[config.mk]
export PLATFORM = sky130hd
export DESIGN_NAME = sldc_ctrl
export DESIGN_NICKNAME = d
export VERILOG_FILES = /design/src/logic/sldc_pkg.sv /design/src/logic/sldc_tick_gen.sv /design/src/logic/sldc_ctrl.sv
export SDC_FILE = /design/constraint.sdc
export NUM_CORES = 1
export LEC_CHECK = 0
export ABC_AREA = 0
export BUFFER_PORTS_ARGS = -buffer_cell sky130_fd_sc_hd__buf_2
export CORE_MARGIN = 2
export CORE_UTILIZATION = 49
export DETAILED_ROUTE_END_ITERATION = 8
export PLACE_DENSITY_LB_ADDON = 0.05
export SLEW_MARGIN = 20
export SYNTH_ARGS = -nofsm -noshare
export SYNTH_HDL_FRONTEND = slang
export SYNTH_HIERARCHICAL = 1
export SYNTH_SLANG_ARGS = --single-unit
[constraint.sdc]
create_clock -name aclk -period 2.2 [get_ports aclk]
set_input_delay 0 -clock aclk [delete_from_list [all_inputs] [get_ports aclk]]
set_output_delay 0 -clock aclk [all_outputs]
set_load 0.1 [all_outputs]
[src/logic/sldc_pkg.sv]
// Shared constants for the segment LCD drive control block.
// Assumes a 32-bit AXI4-Lite register bus and one 200 MHz system clock.

package sldc_pkg;

	// ------------------------------------------------------------------
	// Register indices and byte addresses
	// ------------------------------------------------------------------
	// Indices are the printed offsets; byte address is four times the index.
	localparam logic [15:0] IDX_PIN_CONFIG = 16'hFFC0;
	localparam logic [15:0] IDX_DISPLAY_CONTROL = 16'hFFC1;
	localparam logic [15:0] IDX_POWER_WAVEFORM = 16'hFFC2;
	localparam int ADDR_W_MIN = 18;
	localparam logic [17:0] ADDR_PIN_CONFIG = {IDX_PIN_CONFIG, 2'h0};
	localparam logic [17:0] ADDR_DISPLAY_CONTROL = {IDX_DISPLAY_CONTROL, 2'h0};
	localparam logic [17:0] ADDR_POWER_WAVEFORM = {IDX_POWER_WAVEFORM, 2'h0};

	// ------------------------------------------------------------------
	// Reset values
	// ------------------------------------------------------------------
	localparam logic [7:0] RST_PIN_CONFIG = 8'h00;
	localparam logic [7:0] RST_DISPLAY_CONTROL = 8'h80;
	localparam logic [7:0] RST_POWER_WAVEFORM = 8'h60;

	// ------------------------------------------------------------------
	// Field positions
	// ------------------------------------------------------------------
	// Pin configuration register.
	localparam int DUTY_SEL_LO = 6;
	localparam int DUTY_SEL_HI = 7;
	localparam int COMMON_PARALLEL_EN = 5;
	localparam int EXPANSION_PIN_SEL = 4;
	localparam int SEG_SEL_B0 = 0;
	localparam int SEG_SEL_B3 = 3;
	// Display control register.
	localparam int DRIVE_POWER_ON = 6;
	localparam int LCD_ACTIVATE = 5;
	localparam int SHOW_RAM_DATA = 4;
	localparam int FRAME_CLK_SEL_B0 = 0;
	localparam int FRAME_CLK_SEL_B3 = 3;
	// Power and waveform register.
	localparam int WAVEFORM_AB_SEL = 7;
	localparam int BOOST_SUPPLY_SEL = 4;
	localparam int CHG_DUTY_SEL_B0 = 0;
	localparam int CHG_DUTY_SEL_B3 = 3;

	// ------------------------------------------------------------------
	// Encodings and sizes
	// ------------------------------------------------------------------
	localparam logic [1:0] DUTY_STATIC = 2'h0;
	localparam logic [1:0] DUTY_HALF = 2'h1;
	localparam logic [1:0] DUTY_THIRD = 2'h2;
	localparam logic [1:0] DUTY_QUARTER = 2'h3;
	localparam logic [3:0] CHG_ALWAYS = 4'h0;
	localparam logic [3:0] CHG_NEVER = 4'h7;
	localparam int SEG_PINS = 32;
	localparam int SEG_GROUP = 8;
	localparam int COM_PINS = 4;
	localparam int SYS_DIV_LOG_MAX = 8;
	localparam logic [1:0] RESP_OKAY = 2'h0;
	localparam logic [1:0] RESP_SLVERR = 2'h2;

	typedef enum logic [0:0] {
		SLDC_WR_IDLE = 1'h0,
		SLDC_WR_RESP = 1'h1
	} sldc_wr_e;

endpackage : sldc_pkg

[src/logic/sldc_tick_gen.sv]
// Operating clock tick generator: system prescaler or sub-clock divider.
// Assumes sub_clk is a slow level already synchronous to aclk.
`timescale 1ns/1ps
`default_nettype none

module sldc_tick_gen #(
	parameter int PRE_W = sldc_pkg::SYS_DIV_LOG_MAX
) (
	input wire logic aclk,
	input wire logic aresetn,
	input wire logic run,
	input wire logic [3:0] clk_sel,
	input wire logic sub_clk,
	output logic tick
);

	// ------------------------------------------------------------------
	// State
	// ------------------------------------------------------------------
	typedef struct packed {
		logic [PRE_W-1:0] pre;
		logic sub_prev;
		logic [1:0] sub_cnt;
		logic tick;
	} sldc_tick_s;

	sldc_tick_s s_r;
	sldc_tick_s s_nxt;
	logic sub_edge;
	logic [PRE_W-1:0] pre_mask;

	// Refuse a prescaler too short for the divide-by-256 setting.
	// Elaboration stops here instead of building a short divider.
	if (PRE_W < sldc_pkg::SYS_DIV_LOG_MAX) begin : g_pre_w_check
		$error("sldc_tick_gen: PRE_W too small");
	end

	// Low-bit mask whose all-ones state marks one tick of the system divider.
	assign pre_mask = PRE_W'((32'h2 << clk_sel[2:0]) - 32'h1);
	assign sub_edge = sub_clk & ~s_r.sub_prev;
	assign tick = s_r.tick;

	// Next state: prescaler counts only while the controller runs.
	always_comb begin
		s_nxt = s_r;
		s_nxt.sub_prev = sub_clk;
		s_nxt.tick = 1'b0;
		if (!run) begin
			s_nxt.pre = '0;
			s_nxt.sub_cnt = 2'h0;
		end else begin
			s_nxt.pre = s_r.pre + PRE_W'(1);
			if (clk_sel[3]) begin
				s_nxt.tick = ((s_r.pre & pre_mask) == pre_mask); // RULE12
			end else if (sub_edge) begin
				s_nxt.sub_cnt = s_r.sub_cnt + 2'h1;
				if (clk_sel[1]) begin
					s_nxt.tick = (s_r.sub_cnt == 2'h3); // RULE11
				end else if (clk_sel[0]) begin
					s_nxt.tick = s_r.sub_cnt[0]; // RULE11
				end else begin
					s_nxt.tick = 1'b1; // RULE11
				end
			end
		end
	end

	// State register.
	always_ff @(posedge aclk) begin
		if (!aresetn) begin
			s_r <= '0;
		end else begin
			s_r <= s_nxt;
		end
	end
endmodule : sldc_tick_gen

`default_nettype wire

[src/logic/sldc_ctrl.sv]
// Segment LCD drive control: three byte registers on AXI4-Lite and the
// pin, common, supply and split-resistance controls derived from them.
// Assumes one 200 MHz clock, synchronous inputs and a standby level input.
//
// Operation
// RULE1 - Duty field selects static, half, third, quarter
// RULE2 - Parallel bit copies waveform onto unused commons (code: static and half duty only, not third)
// RULE3 - Expansion bit turns top four pins over
// RULE4 - Segment field picks 0, 8, 16, 24, 32 drivers
// RULE5 - Expansion with zero field: other pins ports
// RULE6 - Software never combines expansion with nonzero field
// RULE7 - Power bit switches drive supply on/off
// RULE8 - Inactive or standby forces drive supply off
// RULE9 - Clearing activate halts operation, keeps registers
// RULE10 - Display bit selects blank or RAM data
// RULE11 - Clock field low: sub-clock divided 1/2/4
// RULE12 - Clock field high: system clock /2../256
// RULE13 - Waveform bit selects A or B waveform
// RULE14 - Supply bit selects main or boost regulator
// RULE15 - Charge duty: always, 1/8..6/8, never
// RULE16 - Charge duty top bit: 1/16 or 1/32
// RULE17 - Reset loads pin config 00, display 80
// RULE18 - Reset loads power/waveform register with 60
// RULE19 - Enabled display refreshes panel automatically
// RULE20 - Reads return last write, effective at once
//
// The implementer's own choice: the AXI4-Lite slave port.
`timescale 1ns/1ps
`default_nettype none

module sldc_ctrl #(
	parameter int ADDR_W = sldc_pkg::ADDR_W_MIN
) (
	input wire logic aclk,
	input wire logic aresetn,
	input wire logic [ADDR_W-1:0] s_axi_awaddr,
	input wire logic s_axi_awvalid,
	output logic s_axi_awready,
	input wire logic [31:0] s_axi_wdata,
	input wire logic [3:0] s_axi_wstrb,
	input wire logic s_axi_wvalid,
	output logic s_axi_wready,
	output logic [1:0] s_axi_bresp,
	output logic s_axi_bvalid,
	input wire logic s_axi_bready,
	input wire logic [ADDR_W-1:0] s_axi_araddr,
	input wire logic s_axi_arvalid,
	output logic s_axi_arready,
	output logic [31:0] s_axi_rdata,
	output logic [1:0] s_axi_rresp,
	output logic s_axi_rvalid,
	input wire logic s_axi_rready,
	input wire logic standby,
	input wire logic sub_clk,
	output logic ctrl_running,
	output logic op_tick,
	output logic [1:0] duty_mode,
	output logic [3:0] com_drive,
	output logic frame_alt,
	output logic [31:0] seg_drive_mask,
	output logic exp_pins_en,
	output logic drive_supply_on,
	output logic panel_ram_sel,
	output logic waveform_b,
	output logic boost_run,
	output logic split_res_connect
);

	// ------------------------------------------------------------------
	// State
	// ------------------------------------------------------------------
	typedef struct packed {
		logic [7:0] pin_cfg;
		logic [7:0] show_ram_data_ctl;
		logic [7:0] pwr_wave;
		sldc_pkg::sldc_wr_e wst;
		logic aw_have;
		logic [ADDR_W-1:0] aw_addr;
		logic w_have;
		logic [7:0] w_byte;
		logic w_lane0;
		logic [1:0] bresp;
		logic rvalid;
		logic [7:0] rbyte;
		logic [1:0] rresp;
		logic [1:0] phase;
		logic alt;
		logic [4:0] split_cnt;
	} sldc_ctrl_s;

	sldc_ctrl_s s_r;
	sldc_ctrl_s s_nxt;
	logic running;
	logic tick;
	logic pcfg_cmx;
	logic pcfg_sgx;
	logic [3:0] pcfg_sgs;
	logic [3:0] clk_sel;
	logic [3:0] chg_sel;
	logic [3:0] phase_oh;
	logic chg_on;

	// Refuse an address bus too narrow to reach the registers.
	// Elaboration stops here instead of decoding a truncated address.
	if (ADDR_W < sldc_pkg::ADDR_W_MIN) begin : g_addr_w_check
		$error("sldc_ctrl: ADDR_W too small");
	end

	// ------------------------------------------------------------------
	// Decode helpers
	// ------------------------------------------------------------------
	// Register index for an address: 1..3 on a hit, 0 for unmapped.
	function automatic logic [1:0] reg_index(input logic [ADDR_W-1:0] addr);
		logic [17:0] a;
		a = addr[17:0];
		if (addr != ADDR_W'(a)) begin
			reg_index = 2'h0;
		end else if (a == sldc_pkg::ADDR_PIN_CONFIG) begin
			reg_index = 2'h1;
		end else if (a == sldc_pkg::ADDR_DISPLAY_CONTROL) begin
			reg_index = 2'h2;
		end else if (a == sldc_pkg::ADDR_POWER_WAVEFORM) begin
			reg_index = 2'h3;
		end else begin
			reg_index = 2'h0;
		end
	endfunction : reg_index

	// Segment driver mask; expansion keeps every segment pin a port.
	function automatic logic [31:0] seg_mask(input logic expansion_pin_sel, input logic [3:0] sgs);
		logic [2:0] grp;
		grp = sgs[3] ? 3'h4 : {1'b0, sgs[2:1]};
		if (expansion_pin_sel) begin
			seg_mask = 32'h0; // RULE5
		end else begin
			seg_mask = ~(32'hFFFFFFFF >> (32'(grp) * sldc_pkg::SEG_GROUP)); // RULE4
		end
	endfunction : seg_mask

	// ------------------------------------------------------------------
	// Field taps
	// ------------------------------------------------------------------
	assign duty_mode = s_r.pin_cfg[sldc_pkg::DUTY_SEL_HI:sldc_pkg::DUTY_SEL_LO]; // RULE1
	assign pcfg_cmx = s_r.pin_cfg[sldc_pkg::COMMON_PARALLEL_EN];
	assign pcfg_sgx = s_r.pin_cfg[sldc_pkg::EXPANSION_PIN_SEL];
	assign pcfg_sgs = s_r.pin_cfg[sldc_pkg::SEG_SEL_B3:sldc_pkg::SEG_SEL_B0];
	assign clk_sel = s_r.show_ram_data_ctl[sldc_pkg::FRAME_CLK_SEL_B3:sldc_pkg::FRAME_CLK_SEL_B0];
	assign chg_sel = s_r.pwr_wave[sldc_pkg::CHG_DUTY_SEL_B3:sldc_pkg::CHG_DUTY_SEL_B0];

	// Activate and standby together decide whether anything runs.
	assign running = s_r.show_ram_data_ctl[sldc_pkg::LCD_ACTIVATE] & ~standby; // RULE9 RULE19
	assign ctrl_running = running;

	// ------------------------------------------------------------------
	// Operating clock
	// ------------------------------------------------------------------
	sldc_tick_gen #(
		.PRE_W(sldc_pkg::SYS_DIV_LOG_MAX)
	) u_tick (
		.aclk(aclk),
		.aresetn(aresetn),
		.run(running),
		.clk_sel(clk_sel),
		.sub_clk(sub_clk),
		.tick(tick)
	);
	assign op_tick = tick;

	// ------------------------------------------------------------------
	// Panel side decode
	// ------------------------------------------------------------------
	// Supply and data source follow their register bits only while running; the waveform bit is passed on directly.
	assign drive_supply_on = running & s_r.show_ram_data_ctl[sldc_pkg::DRIVE_POWER_ON]; // RULE7 RULE8
	assign panel_ram_sel = running & s_r.show_ram_data_ctl[sldc_pkg::SHOW_RAM_DATA]; // RULE10
	assign waveform_b = s_r.pwr_wave[sldc_pkg::WAVEFORM_AB_SEL]; // RULE13
	assign boost_run = running & s_r.pwr_wave[sldc_pkg::BOOST_SUPPLY_SEL]; // RULE14
	assign seg_drive_mask = seg_mask(pcfg_sgx, pcfg_sgs);
	assign exp_pins_en = pcfg_sgx; // RULE3
	assign frame_alt = s_r.alt;

	// Common selection: one-hot phase, copied onto unused commons when asked in static and half duty only.
	assign phase_oh = (s_r.phase > duty_mode) ? 4'h1 : (4'h1 << s_r.phase); // RULE1
	always_comb begin
		com_drive = 4'h0;
		if (running) begin
			case (duty_mode)
				sldc_pkg::DUTY_STATIC: begin
					com_drive = pcfg_cmx ? {4{phase_oh[0]}} : {3'h0, phase_oh[0]}; // RULE2
				end
				sldc_pkg::DUTY_HALF: begin
					com_drive = pcfg_cmx ? {2{phase_oh[1:0]}} : {2'h0, phase_oh[1:0]}; // RULE2
				end
				sldc_pkg::DUTY_THIRD: begin
					com_drive = {1'b0, phase_oh[2:0]};
				end
				default: begin
					com_drive = phase_oh;
				end
			endcase
		end
	end

	// Split-resistance connection within a 32-tick window.
	always_comb begin
		chg_on = 1'b0;
		if (chg_sel[3]) begin
			chg_on = chg_sel[2] ? (s_r.split_cnt == 5'h0) : (s_r.split_cnt[3:0] == 4'h0); // RULE16
		end else if (chg_sel == sldc_pkg::CHG_ALWAYS) begin
			chg_on = 1'b1; // RULE15
		end else if (chg_sel == sldc_pkg::CHG_NEVER) begin
			chg_on = 1'b0; // RULE15
		end else begin
			chg_on = (s_r.split_cnt[2:0] < chg_sel[2:0]); // RULE15
		end
	end
	assign split_res_connect = drive_supply_on & chg_on;

	// ------------------------------------------------------------------
	// Bus handshakes
	// ------------------------------------------------------------------
	assign s_axi_awready = (s_r.wst == sldc_pkg::SLDC_WR_IDLE) & ~s_r.aw_have;
	assign s_axi_wready = (s_r.wst == sldc_pkg::SLDC_WR_IDLE) & ~s_r.w_have;
	assign s_axi_bvalid = (s_r.wst == sldc_pkg::SLDC_WR_RESP);
	assign s_axi_bresp = s_r.bresp;
	assign s_axi_arready = ~s_r.rvalid;
	assign s_axi_rvalid = s_r.rvalid;
	assign s_axi_rdata = {24'h0, s_r.rbyte};
	assign s_axi_rresp = s_r.rresp;

	// ------------------------------------------------------------------
	// Next state
	// ------------------------------------------------------------------
	always_comb begin
		s_nxt = s_r;
		// Capture address and data in either order.
		if (s_axi_awvalid && s_axi_awready) begin
			s_nxt.aw_have = 1'b1;
			s_nxt.aw_addr = s_axi_awaddr;
		end
		if (s_axi_wvalid && s_axi_wready) begin
			s_nxt.w_have = 1'b1;
			s_nxt.w_byte = s_axi_wdata[7:0];
			s_nxt.w_lane0 = s_axi_wstrb[0];
		end
		case (s_r.wst)
			sldc_pkg::SLDC_WR_IDLE: begin
				if (s_r.aw_have && s_r.w_have) begin
					s_nxt.bresp = sldc_pkg::RESP_OKAY;
					s_nxt.wst = sldc_pkg::SLDC_WR_RESP;
					if (s_r.w_lane0) begin
						case (reg_index(s_r.aw_addr))
							2'h1: s_nxt.pin_cfg = s_r.w_byte; // RULE20
							2'h2: s_nxt.show_ram_data_ctl = s_r.w_byte; // RULE20
							2'h3: s_nxt.pwr_wave = s_r.w_byte; // RULE20
							default: s_nxt.bresp = sldc_pkg::RESP_SLVERR;
						endcase
					end else if (reg_index(s_r.aw_addr) == 2'h0) begin
						s_nxt.bresp = sldc_pkg::RESP_SLVERR;
					end
				end
			end
			sldc_pkg::SLDC_WR_RESP: begin
				if (s_axi_bready) begin
					s_nxt.wst = sldc_pkg::SLDC_WR_IDLE;
					s_nxt.aw_have = 1'b0;
					s_nxt.w_have = 1'b0;
				end
			end
			default: begin
				s_nxt.wst = sldc_pkg::SLDC_WR_IDLE;
			end
		endcase
		// Reads answer one cycle after the address is taken.
		if (s_r.rvalid && s_axi_rready) begin
			s_nxt.rvalid = 1'b0;
		end
		if (s_axi_arvalid && s_axi_arready) begin
			s_nxt.rvalid = 1'b1;
			s_nxt.rresp = sldc_pkg::RESP_OKAY;
			case (reg_index(s_axi_araddr))
				2'h1: s_nxt.rbyte = s_r.pin_cfg; // RULE20
				2'h2: s_nxt.rbyte = s_r.show_ram_data_ctl; // RULE20
				2'h3: s_nxt.rbyte = s_r.pwr_wave; // RULE20
				default: begin
					s_nxt.rbyte = 8'h0;
					s_nxt.rresp = sldc_pkg::RESP_SLVERR;
				end
			endcase
		end
		// Common phase, alternation and split window advance on ticks only.
		if (s_r.phase > duty_mode) begin
			s_nxt.phase = 2'h0;
		end else if (running && tick) begin // RULE9 RULE19
			s_nxt.split_cnt = s_r.split_cnt + 5'h1;
			if (s_r.phase == duty_mode) begin
				s_nxt.phase = 2'h0;
				s_nxt.alt = ~s_r.alt;
			end else begin
				s_nxt.phase = s_r.phase + 2'h1;
			end
		end
	end

	// State register with documented reset values.
	always_ff @(posedge aclk) begin
		if (!aresetn) begin
			s_r <= '0;
			s_r.pin_cfg <= sldc_pkg::RST_PIN_CONFIG; // RULE17
			s_r.show_ram_data_ctl <= sldc_pkg::RST_DISPLAY_CONTROL; // RULE17
			s_r.pwr_wave <= sldc_pkg::RST_POWER_WAVEFORM; // RULE18
			s_r.wst <= sldc_pkg::SLDC_WR_IDLE;
		end else begin
			s_r <= s_nxt;
		end
	end
endmodule : sldc_ctrl

`default_nettype wire

==> impl_metrics.yaml <==
status:
  status: "finished, final reports clean"
yosys:
  synth_top_cell_by_area: "dfxtp_1"
  synthFlopType: "dfxtp_1"
  syn-cell-area_mm2: 0.00438
  synth_area_leaders: "dfxtp_1, buf_4, nand2_1"
  yosysUniqueCellTypes: 52
  yosys_warnings: 6
  synth_top_area_share_pct: 38.8
  async_flop_share_pct: 0
  syn_avg_cell_area_um2: 8.33
  ys_ff_latch: 85
  ys_seq_area_share_pct: 38.8
  synth_edf_count: 0
  syn_inst: 526
final_layout:
  fin_nets: 730
  finish.utilization_pct: 62.4
  area_growth_pct: 23.5
  layout_common_cells: "nand2_1, buf_2, dfxtp_1"
  multi_input_area_mm2: 0.00226
  fill_cells: 784
  seq_area_mm2: 0.00171
  antenna-diode-count: 0
  stdcell_area_mm2: 0.00541
  drive_gt1_share_pct: 26.7
placement:
  hpwl_mm: 6.82
  portBuffers: 115
  dpl_cell_area_mm2: 0.00484
  gp_congestion: 0.787
  pre_cts_slack_ns: 0.310
sta:
  fin_crit_sh_pct: 95.2
  max_freq_ghz: 0.477
  setup_viol: 0
  hold_viol: 0
  tightest_slew_ns: 0.643
  slew_violations: 0
  tns_ns: 0
  skew_ns: 0.00894
  rsz0062_at_grt: "false"
  fin_ws_ns: 0.106
  min_period_ns: 2.09
  max-slew-margin-rel_pct: 57.1
worst_setup_path:
  slowest_stage: "dfxtp_1"
  crit_family: "compound AO/OA/AOI/OAI gates"
  path_class: "flop to output pin"
  cp_max_fo: 4
  arrival_ns: 2.09
  r2r_start: "duty_mode[1]"
  slowest_delay_ns: 0.33
  path_cells: "inv_1 -> ha_1 -> nor2b_1 -> o21ai_1 -> o211ai_1 -> a21oi_4 -> buf_12"
  cp.buffers_inverters: 2
  startpoint: "duty_mode[1]"
  worstSetupStartpointType: "flop"
  end_kind: "output pin"
  required_ns: 2.20
clocking:
  cts_sinks: 85
  cts_buffers: 9
  cts_tree: "done"
  htreeDepth: 3
  clk_pin_slew_ns: 0.08
  insertion_delay_ns: 0.35
  cts-root-buf: "clkbuf_8"
  clk_path_buf_depth: 2
route:
  vias: 3687
  antenna_left: 0
  drt_iter0_drc: 137
  firstDrtPassIters: 6
  wl_per_cell_um: 12.7
  drt-total-wl_mm: 9.54
  vias_per_cell: 4.92
  drcViolationCount: 0
global_route:
  grt_usage_pct: 19.5
  grt_pass1_vias: 3371
  grt-ovfl-total: 0
  grt_first_pass_wirelength_mm: 15.6
  antenna_found_initial: 0
  grt_max_degree: 39
hold_path:
  hp-class: "primary input to flop"
  holdCritStartpoint: "s_axi_arvalid"
die:
  num_rows: 34
  dieArea_mm2: 0.00972
  io_pins: 169
  die_x_um: 98.6
  die-height_um: 98.6
  core_mm2: 0.00868
  start_util_pct: 50.5
power_and_ir_drop:
  switchingPower_uw: 996
  p_seq_share_pct: 47.6
  swShare_pct: 29.5
  p_per_area_mw_per_mm2: 623
  p_leak_nw: 2.52
  pwr-share-clk_pct: 36.3
  ir_drop_mv: 0.348
  combPwrFrac_pct: 16.1
  internal_power_mw: 2.38
run:
  cap_violations: 0
-- kinds of logic after synthesis --
| kind of cell | count (synthesis) | synth area share, % |
|---|---|---|
| flops | 85 | 38.8 |
| simple gates | 202 | 22.6 |
| mux | 34 | 7.76 |
| other cells | 1 | 0.0856 |
| xor+xnor | 6 | 1.20 |
| fa+ha+maj | 12 | 3.43 |
| compound gates | 89 | 11.9 |
| buf+inv | 97 | 14.2 |
-- metrics by stage --
| stage | total power, mW | hold slack [ns] | cells |
|---|---|---|---|
| 6_report | 3.37 | 0.0647 | 749 |
| 5_1_grt | 3.50 | 0.0899 | 749 |
| 4_1_cts | 3.40 | 0.0485 | 749 |
| 3_5_place_dp | 2.14 | 0.182 | 700 |
| 3_3_place_gp | 2.14 | 0.180 | 700 |
| 2_1_floorplan | 2.09 | 0.0915 | 551 |
-- tightest hold or removal path, stage by stage --
cell and delay (ns):
buf_2 0.10, nand2_1 0.12, nand2_1 0.10, a21oi_1 0.05
-- flip-flops by register name, indices dropped and copies added (netlist names) --
name,cells
s_axi_bvalid,1
chg_sel,4
pcfg_sgs,4
s_axi_rdata,8
duty_mode,2
s_r,43
exp_pins_en,1
pcfg_cmx,1
s_axi_rvalid,1
waveform_b,1
clk_sel,4
frame_alt,1
s_axi_bresp,1
u_tick/tick,1
u_tick/s_r,11
s_axi_rresp,1
-- cells in the mapped netlist, types with 4 or more instances --
| library cell | number |
|---|---|
| dfxtp_1 | 85 |
| buf_4 | 66 |
| a21oi_1 | 45 |
| nor2_1 | 35 |
| o21ai_1 | 13 |
| mux2i_1 | 34 |
| clkbuf_1 | 14 |
| xnor2_1 | 4 |
| o21ai_0 | 4 |
| nand2b_1 | 4 |
| nand2_1 | 112 |
| and2_1 | 6 |
| nand3_1 | 11 |
| ha_1 | 12 |
| nand4_1 | 5 |
| a22o_1 | 10 |
| inv_1 | 12 |
| nor2b_1 | 5 |
-- layer usage --
layer	global-route usage [%]	share of wire (%)
met5	0	0
met4	5.37	1.1
met3	3.55	4.7
met2	32.8	47
met1	25.9	47
-- cell type report --
| class | instances | share of cell area [%] |
|---|---|---|
| clock inverters | 5 | 1.55 |
| inverters | 15 | 1.04 |
| repair buffers | 157 | 19.1 |
| multi-input cells | 369 | 41.8 |
| well taps | 108 | 2.50 |
| flip-flops and latches | 85 | 31.5 |
| clock buffers | 10 | 2.54 |
-- power groups by stage --
stage                     registers (mW)  logic [mW]  clock network [mW]
after floorplan                     1.66       0.431                   0
after global placement              1.64       0.492                   0
after detailed placement            1.64       0.497                   0
after CTS                           1.61       0.542                1.25
after global routing                1.61       0.576                1.31
final                               1.61       0.543                1.22
-- path summary, 6_finish.rpt --
check	slack, ns	depth (start not counted)	end
worst max-delay path	0.11	7	com_drive[1]
worst min-delay path	0.06	4	s_axi_rresp[1]
worst max register to register	0.42	6	s_r[4]
worst min register to register	0.46	2	s_axi_rresp[1]
-- repair_timing --
action                     in CTS  in global routing
pin swaps                       1                  0
setup endpoints to repair       3                  4
resized for setup               1                  3
setup buffers                   1                  0
hold buffers                   33                  0
hold endpoints to repair       32                  0
No activity file was read; power rests on OpenSTA's default activity.
